==> config.mk <==
export PLATFORM = sky130hd
export DESIGN_NAME = dmm_channel
export DESIGN_NICKNAME = d
export VERILOG_FILES = /design/src/dmm_pkg.sv /design/src/dmm_channel.sv
export VERILOG_INCLUDE_DIRS = /design/src
export SDC_FILE = /design/constraint.sdc
export NUM_CORES = 1
export LEC_CHECK = 0
export ABC_AREA = 1
export CAP_MARGIN = 25
export CELL_PAD_IN_SITES_DETAIL_PLACEMENT = 0
export CELL_PAD_IN_SITES_GLOBAL_PLACEMENT = 1
export CORE_ASPECT_RATIO = 0.8
export CORE_UTILIZATION = 45
export DETAILED_ROUTE_END_ITERATION = 8
export DONT_BUFFER_PORTS = 1
export PLACE_DENSITY_LB_ADDON = 0.1
export SLEW_MARGIN = 20
export SYNTH_ARGS = -nofsm -noshare
export SYNTH_HDL_FRONTEND = slang
export SYNTH_SLANG_ARGS = --single-unit
==> constraint.sdc <==
create_clock -name clock -period 3.5 [get_ports clock]
set_input_delay 0.35 -clock clock [delete_from_list [all_inputs] [get_ports clock]]
set_output_delay 0.35 -clock clock [all_outputs]
set_load 0.05 [all_outputs]
==> src/dmm_defines.svh <==
// register offsets, field masks and reset values of the dma channel
// assumes inclusion by bare name from the package and the channel module
`ifndef DMM_DEFINES_SVH
`define DMM_DEFINES_SVH
`define DMM_OFS_CFG 12'h000
`define DMM_OFS_CNT 12'h004
`define DMM_OFS_PBASE 12'h008
`define DMM_OFS_MBASE 12'h00C
`define DMM_OFS_STAT 12'h010
`define DMM_OFS_CLR 12'h014
`define DMM_OFS_IEN 12'h018
`define DMM_CFG_WMASK 32'h00004FE3
`define DMM_CFG_RST 32'h00000000
`define DMM_CNT_RST 16'h0000
`define DMM_ADDR_RST 32'h00000000
`define DMM_ST_HALF 0
`define DMM_ST_DONE 1
`define DMM_SZ_BYTE 2'h0
`define DMM_SZ_HALF 2'h1
`define DMM_SZ_WORD 2'h2
`endif

==> src/dmm_pkg.sv <==
// types shared by the dma channel and its surroundings
// assumes the defines header for sizes and offsets
`include "dmm_defines.svh"
package dmm_pkg;
  // channel configuration word, bit 0 upward: en, dir, circular_select, incs, sizes, m2m
  typedef struct packed {
    logic [16:0] rsv_hi;
    logic mem_to_mem_select;
    logic [1:0] rsv_mid;
    logic [1:0] memory_size_field;
    logic [1:0] periph_size_field;
    logic memory_addr_increment;
    logic periph_addr_increment;
    logic circular_select;
    logic [2:0] rsv_lo;
    logic dir_mem_to_periph;
    logic enable;
  } dmm_cfg_t;
  // one request on the system bus
  typedef struct packed {
    logic valid;
    logic write;
    logic [1:0] size;
    logic [31:0] addr;
    logic [31:0] wdata;
  } dmm_breq_t;
  // gray along idle, read, write, stop
  typedef enum logic [1:0] {
    DMM_IDLE = 2'h0,
    DMM_RD = 2'h1,
    DMM_WR = 2'h3,
    DMM_STOP = 2'h2
  } dmm_state_t;
endpackage : dmm_pkg

==> src/dmm_channel.sv <==
// one dma channel: apb register slave, system bus master, item width fitting
// assumes a bus slave that holds ready low until it takes a request,
// and a peripheral request on the same clock that drops once acknowledged
//
// Summary of operation
// - with memory-to-memory set the channel starts as soon as it is enabled with a nonzero count.
// - with circular off, memory-to-memory runs items back to back until the count is zero.
// - items are refitted when source and destination widths differ.
// - with increments on, each address steps by its own port width.
// - byte to halfword writes the byte with a zero upper byte.
// - byte to word writes the byte with three zero upper bytes.
// - halfword to byte writes only the low byte.
// - halfword to word writes the halfword with a zero upper half.
// - word to byte writes only the low byte.
// - equal widths copy the item unchanged.
// - each item is one read then one write.
// - halfword to byte steps source by two and destination by one.
// - the count drops by one per item and the bases stay untouched.
// - half and done flags set at half and end, raising enabled interrupts.
//
// Design decisions made here: the address map and register access over APB.
`timescale 1ns/1ns
`default_nettype none
`include "dmm_defines.svh"
module dmm_channel (
  input wire logic clock,
  input wire logic nrst,
  input wire logic psel,
  input wire logic penable,
  input wire logic pwrite,
  input wire logic [11:0] paddr,
  input wire logic [31:0] pwdata,
  output logic [31:0] prdata,
  output logic pready,
  output logic pslverr,
  output var dmm_pkg::dmm_breq_t bus_req,
  input wire logic [31:0] bus_rdata,
  input wire logic bus_ready,
  input wire logic periph_req,
  output logic periph_ack,
  output logic irq
);
  import dmm_pkg::*;

  dmm_cfg_t cfg_r;
  logic [15:0] cnt_r;
  logic [15:0] cnt_init_r;
  logic [31:0] pbase_r;
  logic [31:0] mbase_r;
  logic [31:0] pcur_r;
  logic [31:0] mcur_r;
  logic [31:0] data_r;
  logic [1:0] stat_r;
  logic [1:0] ien_r;
  logic ack_r;
  dmm_state_t state_r;
  dmm_state_t state_nxt;
  logic wr_acc;
  logic rd_done;
  logic item_done;
  logic start;
  logic [1:0] src_sz;
  logic [1:0] dst_sz;
  logic [31:0] src_addr;
  logic [31:0] dst_addr;
  logic [15:0] cnt_nxt;
  logic [1:0] ev_set;
  logic [1:0] ev_clr;

  // byte count of one item of the given size
  function automatic logic [31:0] sz_bytes(input logic [1:0] sz);
    case (sz)
      `DMM_SZ_BYTE: sz_bytes = 32'h00000001;
      `DMM_SZ_HALF: sz_bytes = 32'h00000002;
      default: sz_bytes = 32'h00000004;
    endcase
  endfunction : sz_bytes

  // lanes that an item of the given size fills
  function automatic logic [31:0] sz_mask(input logic [1:0] sz);
    case (sz)
      `DMM_SZ_BYTE: sz_mask = 32'h000000FF;
      `DMM_SZ_HALF: sz_mask = 32'h0000FFFF;
      default: sz_mask = 32'hFFFFFFFF;
    endcase
  endfunction : sz_mask

  // apb decode; access phase always completes in its first cycle
  assign wr_acc = psel && penable && pwrite;
  assign pready = 1'b1;
  always_comb begin
    pslverr = 1'b0;
    prdata = 32'h00000000;
    case (paddr)
      `DMM_OFS_CFG: prdata = cfg_r;
      `DMM_OFS_CNT: prdata = {16'h0000, cnt_r};
      `DMM_OFS_PBASE: prdata = pbase_r;
      `DMM_OFS_MBASE: prdata = mbase_r;
      `DMM_OFS_STAT: prdata = {30'h00000000, stat_r};
      `DMM_OFS_CLR: prdata = 32'h00000000;
      `DMM_OFS_IEN: prdata = {30'h00000000, ien_r};
      default: pslverr = psel && penable;
    endcase
  end

  // configuration; reserved bits are masked so they read back as zero
  always_ff @(posedge clock) begin
    if (!nrst) begin
      cfg_r <= `DMM_CFG_RST;
    end else if (wr_acc && paddr == `DMM_OFS_CFG) begin
      cfg_r <= pwdata & `DMM_CFG_WMASK;
    end
  end

  // base addresses stay as programmed while current copies advance
  always_ff @(posedge clock) begin
    if (!nrst) begin
      pbase_r <= `DMM_ADDR_RST;
      mbase_r <= `DMM_ADDR_RST;
    end else if (wr_acc && !cfg_r.enable) begin
      if (paddr == `DMM_OFS_PBASE) pbase_r <= pwdata;
      if (paddr == `DMM_OFS_MBASE) mbase_r <= pwdata;
    end
  end

  // port roles follow the direction bit, mem-to-mem included
  assign src_sz = cfg_r.dir_mem_to_periph ? cfg_r.memory_size_field : cfg_r.periph_size_field;
  assign dst_sz = cfg_r.dir_mem_to_periph ? cfg_r.periph_size_field : cfg_r.memory_size_field;
  assign src_addr = cfg_r.dir_mem_to_periph ? mcur_r : pcur_r;
  assign dst_addr = cfg_r.dir_mem_to_periph ? pcur_r : mcur_r;
  assign rd_done = state_r == DMM_RD && bus_ready;
  assign item_done = state_r == DMM_WR && bus_ready;
  assign cnt_nxt = cnt_r - 16'h0001;

  // request wait only outside mem-to-mem; a held request is not re-served
  assign start = cfg_r.enable && cnt_r != 16'h0000 &&
    (cfg_r.mem_to_mem_select || (periph_req && !ack_r));

  // item sequencer: one read then one write per item
  always_comb begin
    state_nxt = state_r;
    case (state_r)
      DMM_IDLE: if (start) state_nxt = DMM_RD;
      DMM_RD: if (bus_ready) state_nxt = DMM_WR;
      DMM_WR: begin
        if (bus_ready) begin
          if (cnt_nxt == 16'h0000 && !cfg_r.circular_select) begin
            state_nxt = DMM_STOP;
          end else if (cfg_r.mem_to_mem_select) begin
            state_nxt = DMM_RD;
          end else begin
            state_nxt = DMM_IDLE;
          end
        end
      end
      DMM_STOP: if (!cfg_r.enable) state_nxt = DMM_IDLE;
      default: state_nxt = DMM_IDLE;
    endcase
  end

  always_ff @(posedge clock) begin
    if (!nrst) begin
      state_r <= DMM_IDLE;
    end else if (!cfg_r.enable && state_r != DMM_STOP) begin
      state_r <= DMM_IDLE;
    end else begin
      state_r <= state_nxt;
    end
  end

  // count reloads only while disabled; circular reloads the first value
  always_ff @(posedge clock) begin
    if (!nrst) begin
      cnt_r <= `DMM_CNT_RST;
      cnt_init_r <= `DMM_CNT_RST;
    end else if (wr_acc && paddr == `DMM_OFS_CNT && !cfg_r.enable) begin
      cnt_r <= pwdata[15:0];
      cnt_init_r <= pwdata[15:0];
    end else if (item_done) begin
      if (cnt_nxt == 16'h0000 && cfg_r.circular_select) begin
        cnt_r <= cnt_init_r;
      end else begin
        cnt_r <= cnt_nxt;
      end
    end
  end

  // current addresses track the bases while disabled, so item one uses them
  always_ff @(posedge clock) begin
    if (!nrst) begin
      pcur_r <= `DMM_ADDR_RST;
      mcur_r <= `DMM_ADDR_RST;
    end else if (!cfg_r.enable || (item_done && cnt_nxt == 16'h0000 && cfg_r.circular_select)) begin
      pcur_r <= pbase_r;
      mcur_r <= mbase_r;
    end else if (item_done) begin
      // each port steps by its own width
      if (cfg_r.periph_addr_increment) pcur_r <= pcur_r + sz_bytes(cfg_r.periph_size_field);
      if (cfg_r.memory_addr_increment) mcur_r <= mcur_r + sz_bytes(cfg_r.memory_size_field);
    end
  end

  // latch the item on the read, cut to the narrower of the two widths;
  // narrowing and zero extension are both a mask by the smaller size
  always_ff @(posedge clock) begin
    if (!nrst) begin
      data_r <= 32'h00000000;
    end else if (rd_done) begin
      data_r <= bus_rdata & sz_mask(src_sz) & sz_mask(dst_sz);
    end
  end

  // bus request held steady until ready; no lane duplication here
  always_comb begin
    bus_req.valid = state_r == DMM_RD || state_r == DMM_WR;
    bus_req.write = state_r == DMM_WR;
    bus_req.size = (state_r == DMM_WR) ? dst_sz : src_sz;
    bus_req.addr = (state_r == DMM_WR) ? dst_addr : src_addr;
    bus_req.wdata = (state_r == DMM_WR) ? data_r : 32'h00000000;
  end

  // acknowledge held until the peripheral drops its request
  always_ff @(posedge clock) begin
    if (!nrst) begin
      ack_r <= 1'b0;
    end else if (item_done && !cfg_r.mem_to_mem_select) begin
      ack_r <= 1'b1;
    end else if (!periph_req || cfg_r.mem_to_mem_select) begin
      ack_r <= 1'b0;
    end
  end
  assign periph_ack = ack_r && !cfg_r.mem_to_mem_select;

  // sticky flags: a set in the clearing cycle wins
  assign ev_set[`DMM_ST_HALF] = item_done && cnt_nxt == (cnt_init_r >> 1);
  assign ev_set[`DMM_ST_DONE] = item_done && cnt_nxt == 16'h0000;
  assign ev_clr = (wr_acc && paddr == `DMM_OFS_CLR) ? pwdata[1:0] : 2'h0;
  always_ff @(posedge clock) begin
    if (!nrst) begin
      stat_r <= 2'h0;
    end else begin
      stat_r <= (stat_r & ~ev_clr) | ev_set;
    end
  end

  always_ff @(posedge clock) begin
    if (!nrst) begin
      ien_r <= 2'h0;
    end else if (wr_acc && paddr == `DMM_OFS_IEN) begin
      ien_r <= pwdata[1:0];
    end
  end
  assign irq = |(stat_r & ien_r);

  // checks next to the logic they guard
  a_m2m_start: assert property (@(posedge clock) disable iff (!nrst)
    (state_r == DMM_IDLE && cfg_r.enable && cfg_r.mem_to_mem_select && cnt_r != 16'h0000)
    |=> state_r == DMM_RD) else $error("m2m did not start");
  a_no_read_zero: assert property (@(posedge clock) disable iff (!nrst)
    state_r == DMM_RD |-> cnt_r != 16'h0000) else $error("read with zero count");
  a_stop_hold: assert property (@(posedge clock) disable iff (!nrst)
    (state_r == DMM_STOP && cfg_r.enable) |=> !bus_req.valid && state_r == DMM_STOP)
    else $error("ran after count zero");
  a_cnt_step: assert property (@(posedge clock) disable iff (!nrst)
    (item_done && cfg_r.enable && cnt_r > 16'h0001) |=> cnt_r == $past(cnt_r) - 16'h0001)
    else $error("count did not drop by one");
  a_byte_src_zext: assert property (@(posedge clock) disable iff (!nrst)
    (state_r == DMM_WR && src_sz == `DMM_SZ_BYTE) |-> bus_req.wdata[31:8] == 24'h000000)
    else $error("byte source not zero extended");
  a_half_src_zext: assert property (@(posedge clock) disable iff (!nrst)
    (state_r == DMM_WR && src_sz == `DMM_SZ_HALF) |-> bus_req.wdata[31:16] == 16'h0000)
    else $error("half source not zero extended");
  a_byte_dst_cut: assert property (@(posedge clock) disable iff (!nrst)
    (rd_done && dst_sz == `DMM_SZ_BYTE) |=> bus_req.wdata == {24'h000000, $past(bus_rdata[7:0])})
    else $error("byte destination not narrowed");
  a_equal_copy: assert property (@(posedge clock) disable iff (!nrst)
    (rd_done && src_sz == dst_sz) |=> bus_req.wdata == ($past(bus_rdata) & sz_mask(dst_sz)))
    else $error("equal widths altered data");
  a_read_then_write: assert property (@(posedge clock) disable iff (!nrst)
    (rd_done && cfg_r.enable) |=> bus_req.valid && bus_req.write)
    else $error("no write after read");
  // both ports checked in either direction; a config rewrite on that edge is exempt
  a_mem_step: assert property (@(posedge clock) disable iff (!nrst)
    (item_done && cfg_r.enable && cfg_r.memory_addr_increment && cnt_r > 16'h0001 &&
      !(wr_acc && paddr == `DMM_OFS_CFG))
    |=> mcur_r == $past(mcur_r) + sz_bytes(cfg_r.memory_size_field))
    else $error("memory address step wrong");
  a_periph_step: assert property (@(posedge clock) disable iff (!nrst)
    (item_done && cfg_r.enable && cfg_r.periph_addr_increment && cnt_r > 16'h0001 &&
      !(wr_acc && paddr == `DMM_OFS_CFG))
    |=> pcur_r == $past(pcur_r) + sz_bytes(cfg_r.periph_size_field))
    else $error("peripheral address step wrong");
  a_done_flag: assert property (@(posedge clock) disable iff (!nrst)
    (item_done && cfg_r.enable && cnt_r == 16'h0001 && !cfg_r.circular_select)
    |=> stat_r[`DMM_ST_DONE] && state_r == DMM_STOP)
    else $error("done flag or stop missing");
  a_irq_tie: assert property (@(posedge clock) disable iff (!nrst)
    (item_done && cnt_r == 16'h0001 && ien_r[`DMM_ST_DONE] &&
      !(wr_acc && paddr == `DMM_OFS_IEN))
    |=> irq) else $error("done interrupt not raised");
  a_bus_hold: assert property (@(posedge clock) disable iff (!nrst)
    (bus_req.valid && !bus_ready && cfg_r.enable && !(wr_acc && paddr == `DMM_OFS_CFG))
    |=> $stable(bus_req)) else $error("bus request changed before ready");
  a_m2m_no_ack: assert property (@(posedge clock) disable iff (!nrst)
    (cfg_r.mem_to_mem_select && $past(cfg_r.mem_to_mem_select)) |-> !ack_r && !periph_ack)
    else $error("ack in m2m");
endmodule : dmm_channel
`default_nettype wire

==> metrics.yaml <==
clkTransAtPathRegs_ns: 0.06
hold_viol: 0
drt_iter0_drc: 1392
core_area_um2: 27570
wirelength_mm: 49.57
die_y_um: 152.8
hold_depth: 2
cts_tree: "yes"
synth_cells: 2053
grt_max_degree: 86
diodes: 0
status: "complete, no violations"
setup_violations: 0
hold_end: "pbase_r[29]"
p_sw_share_pct: 21.88
worstReg2RegEnd: "mcur_r[24]"
grt-busiest-layer: "met1"
p_clk_share_pct: 52.3
p_sw_w: 0.001154
final.setup.tns_ns: 0
ant_nets: 0
numPortBuffers: 0
hpwlAfterDp_mm: 35.76
seqCellArea_um2: 4188
cp-startpoint: "state_r[1]"
power_w: 0.005275
cts_root_buf: "clkbuf_16"
cts_inserted_buffers: 24
synth-edff-count: 0
syn2layout_area_growth_pct: 18.84
synthTopCellsByCount: "456 x nand2_1, 261 x inv_1, 232 x nor2_1, 209 x dfxtp_1, 198 x a21oi_1"
layout.nets: 2241
rr_worst_depth: 16
max-clock-path-buffers: 3
rr_startpoint: "cfg_r[11]"
async_reset_ff_share_pct: 0
io-pin-count: 187
cts_resized: 0
synth_nets: 2146
grt_pass1_vias: 12640
globalplace.congestion: 1.008
hp-class: "input port to flip-flop"
worstSetupEndpointType: "primary output"
firstDrtPassIters: 6
die_x_um: 190.5
rsz0062_at_grt: "false"
yosys-top-cells-area: "dfxtp_1 33%, nand2_1 13%, a21oi_1 7.8%"
p_int_w: 0.004121
yosysSeqAreaShare_pct: 32.72
seqPwrFrac_pct: 45.1
ys_warn_count: 0
nFillCells: 2825
yosys.area.top_type: "dfxtp_1"
path_class: "flip-flop to primary output"
layout-drive-gt1-share_pct: 9.843
start_util_pct: 46.38
grtUsageTotal_pct: 33.32
cap_violations: 0
worstPathRequired_ns: 3.15
vdd_ir_drop_max_v: 0.0003569
yosys.cell_count.top_type: "nand2_1"
crit_path_start_kind: "flip-flop"
wl_per_cell_um: 19.61
hp-start: "pwdata[29]"
yosysUniqueCellTypes: 41
grt.met3_usage_pct: 6.495
synth_seq_cells: 209
die-area_um2: 29100
drc: 0
viasPerCell: 5.580
finalClockSkew_ns: 0.01088
yosys_most_used_dff: "dfxtp_1"
path_max_fanout: 61
reg2reg_setup_slack_ns: 0.47
antenna_found_initial: 0
avgSynthCellArea_um2: 6.228
grt_overflow_total: 0
grt_pass1_wl_mm: 75.56
via_count: 14110
clk_latency_ns: 0.54
maxSlewViolCount: 0
grtUsageMet1_pct: 51.28
cts_sinks: 209
fin_crit_ns: 3.252
p_leak_nw: 5.668
fp-row-count: 54
p_per_area_nw_per_um2: 347.1
grtUsageMet2_pct: 47.29
synth_top_area_share_pct: 32.72
fin_crit_sh_pct: 92.93
pwr-share-comb_pct: 2.6
multi_input_area_um2: 7093
clock.fmax_ghz: 0.3075
syn-cell-area_um2: 12790
htreeDepth: 1
relSlewSlack_pct: 31.28
worst_slew_pin_slew_ns: 1.027
cp_data_arrival_time_ns: 2.90
state kept, by name, indices dropped and copies added (netlist names), 10 cells and up:
signal	flops
cfg_r	10
cnt_init_r	16
cnt_r	16
data_r	32
mbase_r	32
mcur_r	32
pbase_r	32
pcur_r	32
through the flow:
stage / utilization, % / hold slack (ns) / area, µm² / std cells / setup WS, ns
after floorplan: - / 0.4300 / 12790 / 2053 / 0.3772
after global placement: 49.85 / 0.4373 / 13740 / 2428 / 0.6075
after detailed placement: 49.85 / 0.4412 / 13740 / 2428 / 0.5211
after CTS: 55.08 / 0.002594 / 15180 / 2527 / 0.2510
after global routing: 55.12 / 0.001867 / 15190 / 2528 / 0.1015
final: 55.12 / 0.008013 / 15190 / 2528 / 0.2476
cells in the final DEF, fill, tap and decap left out, types with 2 or more instances in the layout:
cell           Yosys  routed
ha_1               8       8
or2_2              6       6
inv_1            261     261
clkbuf_8           0       8
nand2_2            6       7
o22ai_1           24      24
o221ai_1           9       9
clkinv_2           0       3
nand3_1          164     164
nor2_2             7       7
nor2_4             6       6
nor3_1            32      32
xnor2_1            5       5
nand4_1           80      80
buf_4              4     120
clkbuf_16          0      25
nand2_1          456     455
a221oi_1           6       6
buf_12             0       4
dlygate4sd3_1      0      57
bufinv_16          0       3
fa_1               2       2
inv_2             10       9
nor3b_1            2       2
nor4_1             4       4
nor2_1           232     232
mux2_2             3       3
a211oi_1          29      28
nand3_2            3       3
nand3b_1           2       2
xor2_1            29      28
dfxtp_1          209     208
clkbuf_1          66       2
o21ai_0          137     105
a21oi_1          198     198
o21ai_1            2      34
worst max-delay path: stages (launching register included):
cell and delay [ns]:
dfxtp_1 0.36, nand2_2 0.34, buf_4 0.34, xor2_4 0.15, buf_4 0.55, nand2_1 0.19, o21ai_1 0.18, buf_4 0.24
logic make-up (layout without fill, tap and decap cells):
group	Yosys count	in the layout	share of synthesized area, %
AND/OR/NAND/NOR	1003	1003	34.26
adder cells (fa/ha/maj)	10	10	1.096
multiplexers	3	3	0.2642
other	1	1	0.02933
XOR/XNOR	34	34	2.329
flip-flops	209	209	32.72
AO/OA/AOI/OAI	408	408	17.29
buffers and inverters	385	496	12.01
how the worst max path moves through the flow:
stage             endpoint  slack (ns)  cells after the start
3_5_place_dp    mcur_r[24]        0.52                     16
2_1_floorplan      pslverr        0.38                     11
3_3_place_gp    pcur_r[18]        0.61                     16
6_report       bus_req[63]        0.25                      7
4_1_cts        bus_req[63]        0.25                      7
5_1_grt        bus_req[63]        0.10                      7
timing repair:
action	in CTS	in global routing
endpoints found under the setup margin	0	0
endpoints found under the hold margin	121	1
hold buffers	57	1
setup buffers	0	0
routing by layer:
metal / share of wire, % / routed length (µm) / up-vias
met5: 0 / 0 / -
met4: 1.8 / 905 / 0
met3: 8.8 / 4368 / 54
met2: 42 / 20640 / 604
met1: 48 / 23660 / 6523
li1: - / - / 6925
layout make-up:
class	count	area share, %
Clock inverter	7	0.7411
Sequential cell	209	27.56
Inverter	272	6.736
Clock buffer	35	4.891
Multi-Input combinational cell	1459	46.68
Timing Repair Buffer	182	10.39
Tap cell	364	2.997
power groups by stage:
stage / combinational (W) / sequential (W) / clock, W
floorplan: 0.0000552 / 0.00243 / 0
global placement: 0.0000639 / 0.00243 / 0
detailed placement: 0.0000640 / 0.00243 / 0
CTS: 0.000136 / 0.00238 / 0.00278
global route: 0.000149 / 0.00238 / 0.00290
finish: 0.000139 / 0.00238 / 0.00276
Note: power is estimated with default switching activity, not from simulation.
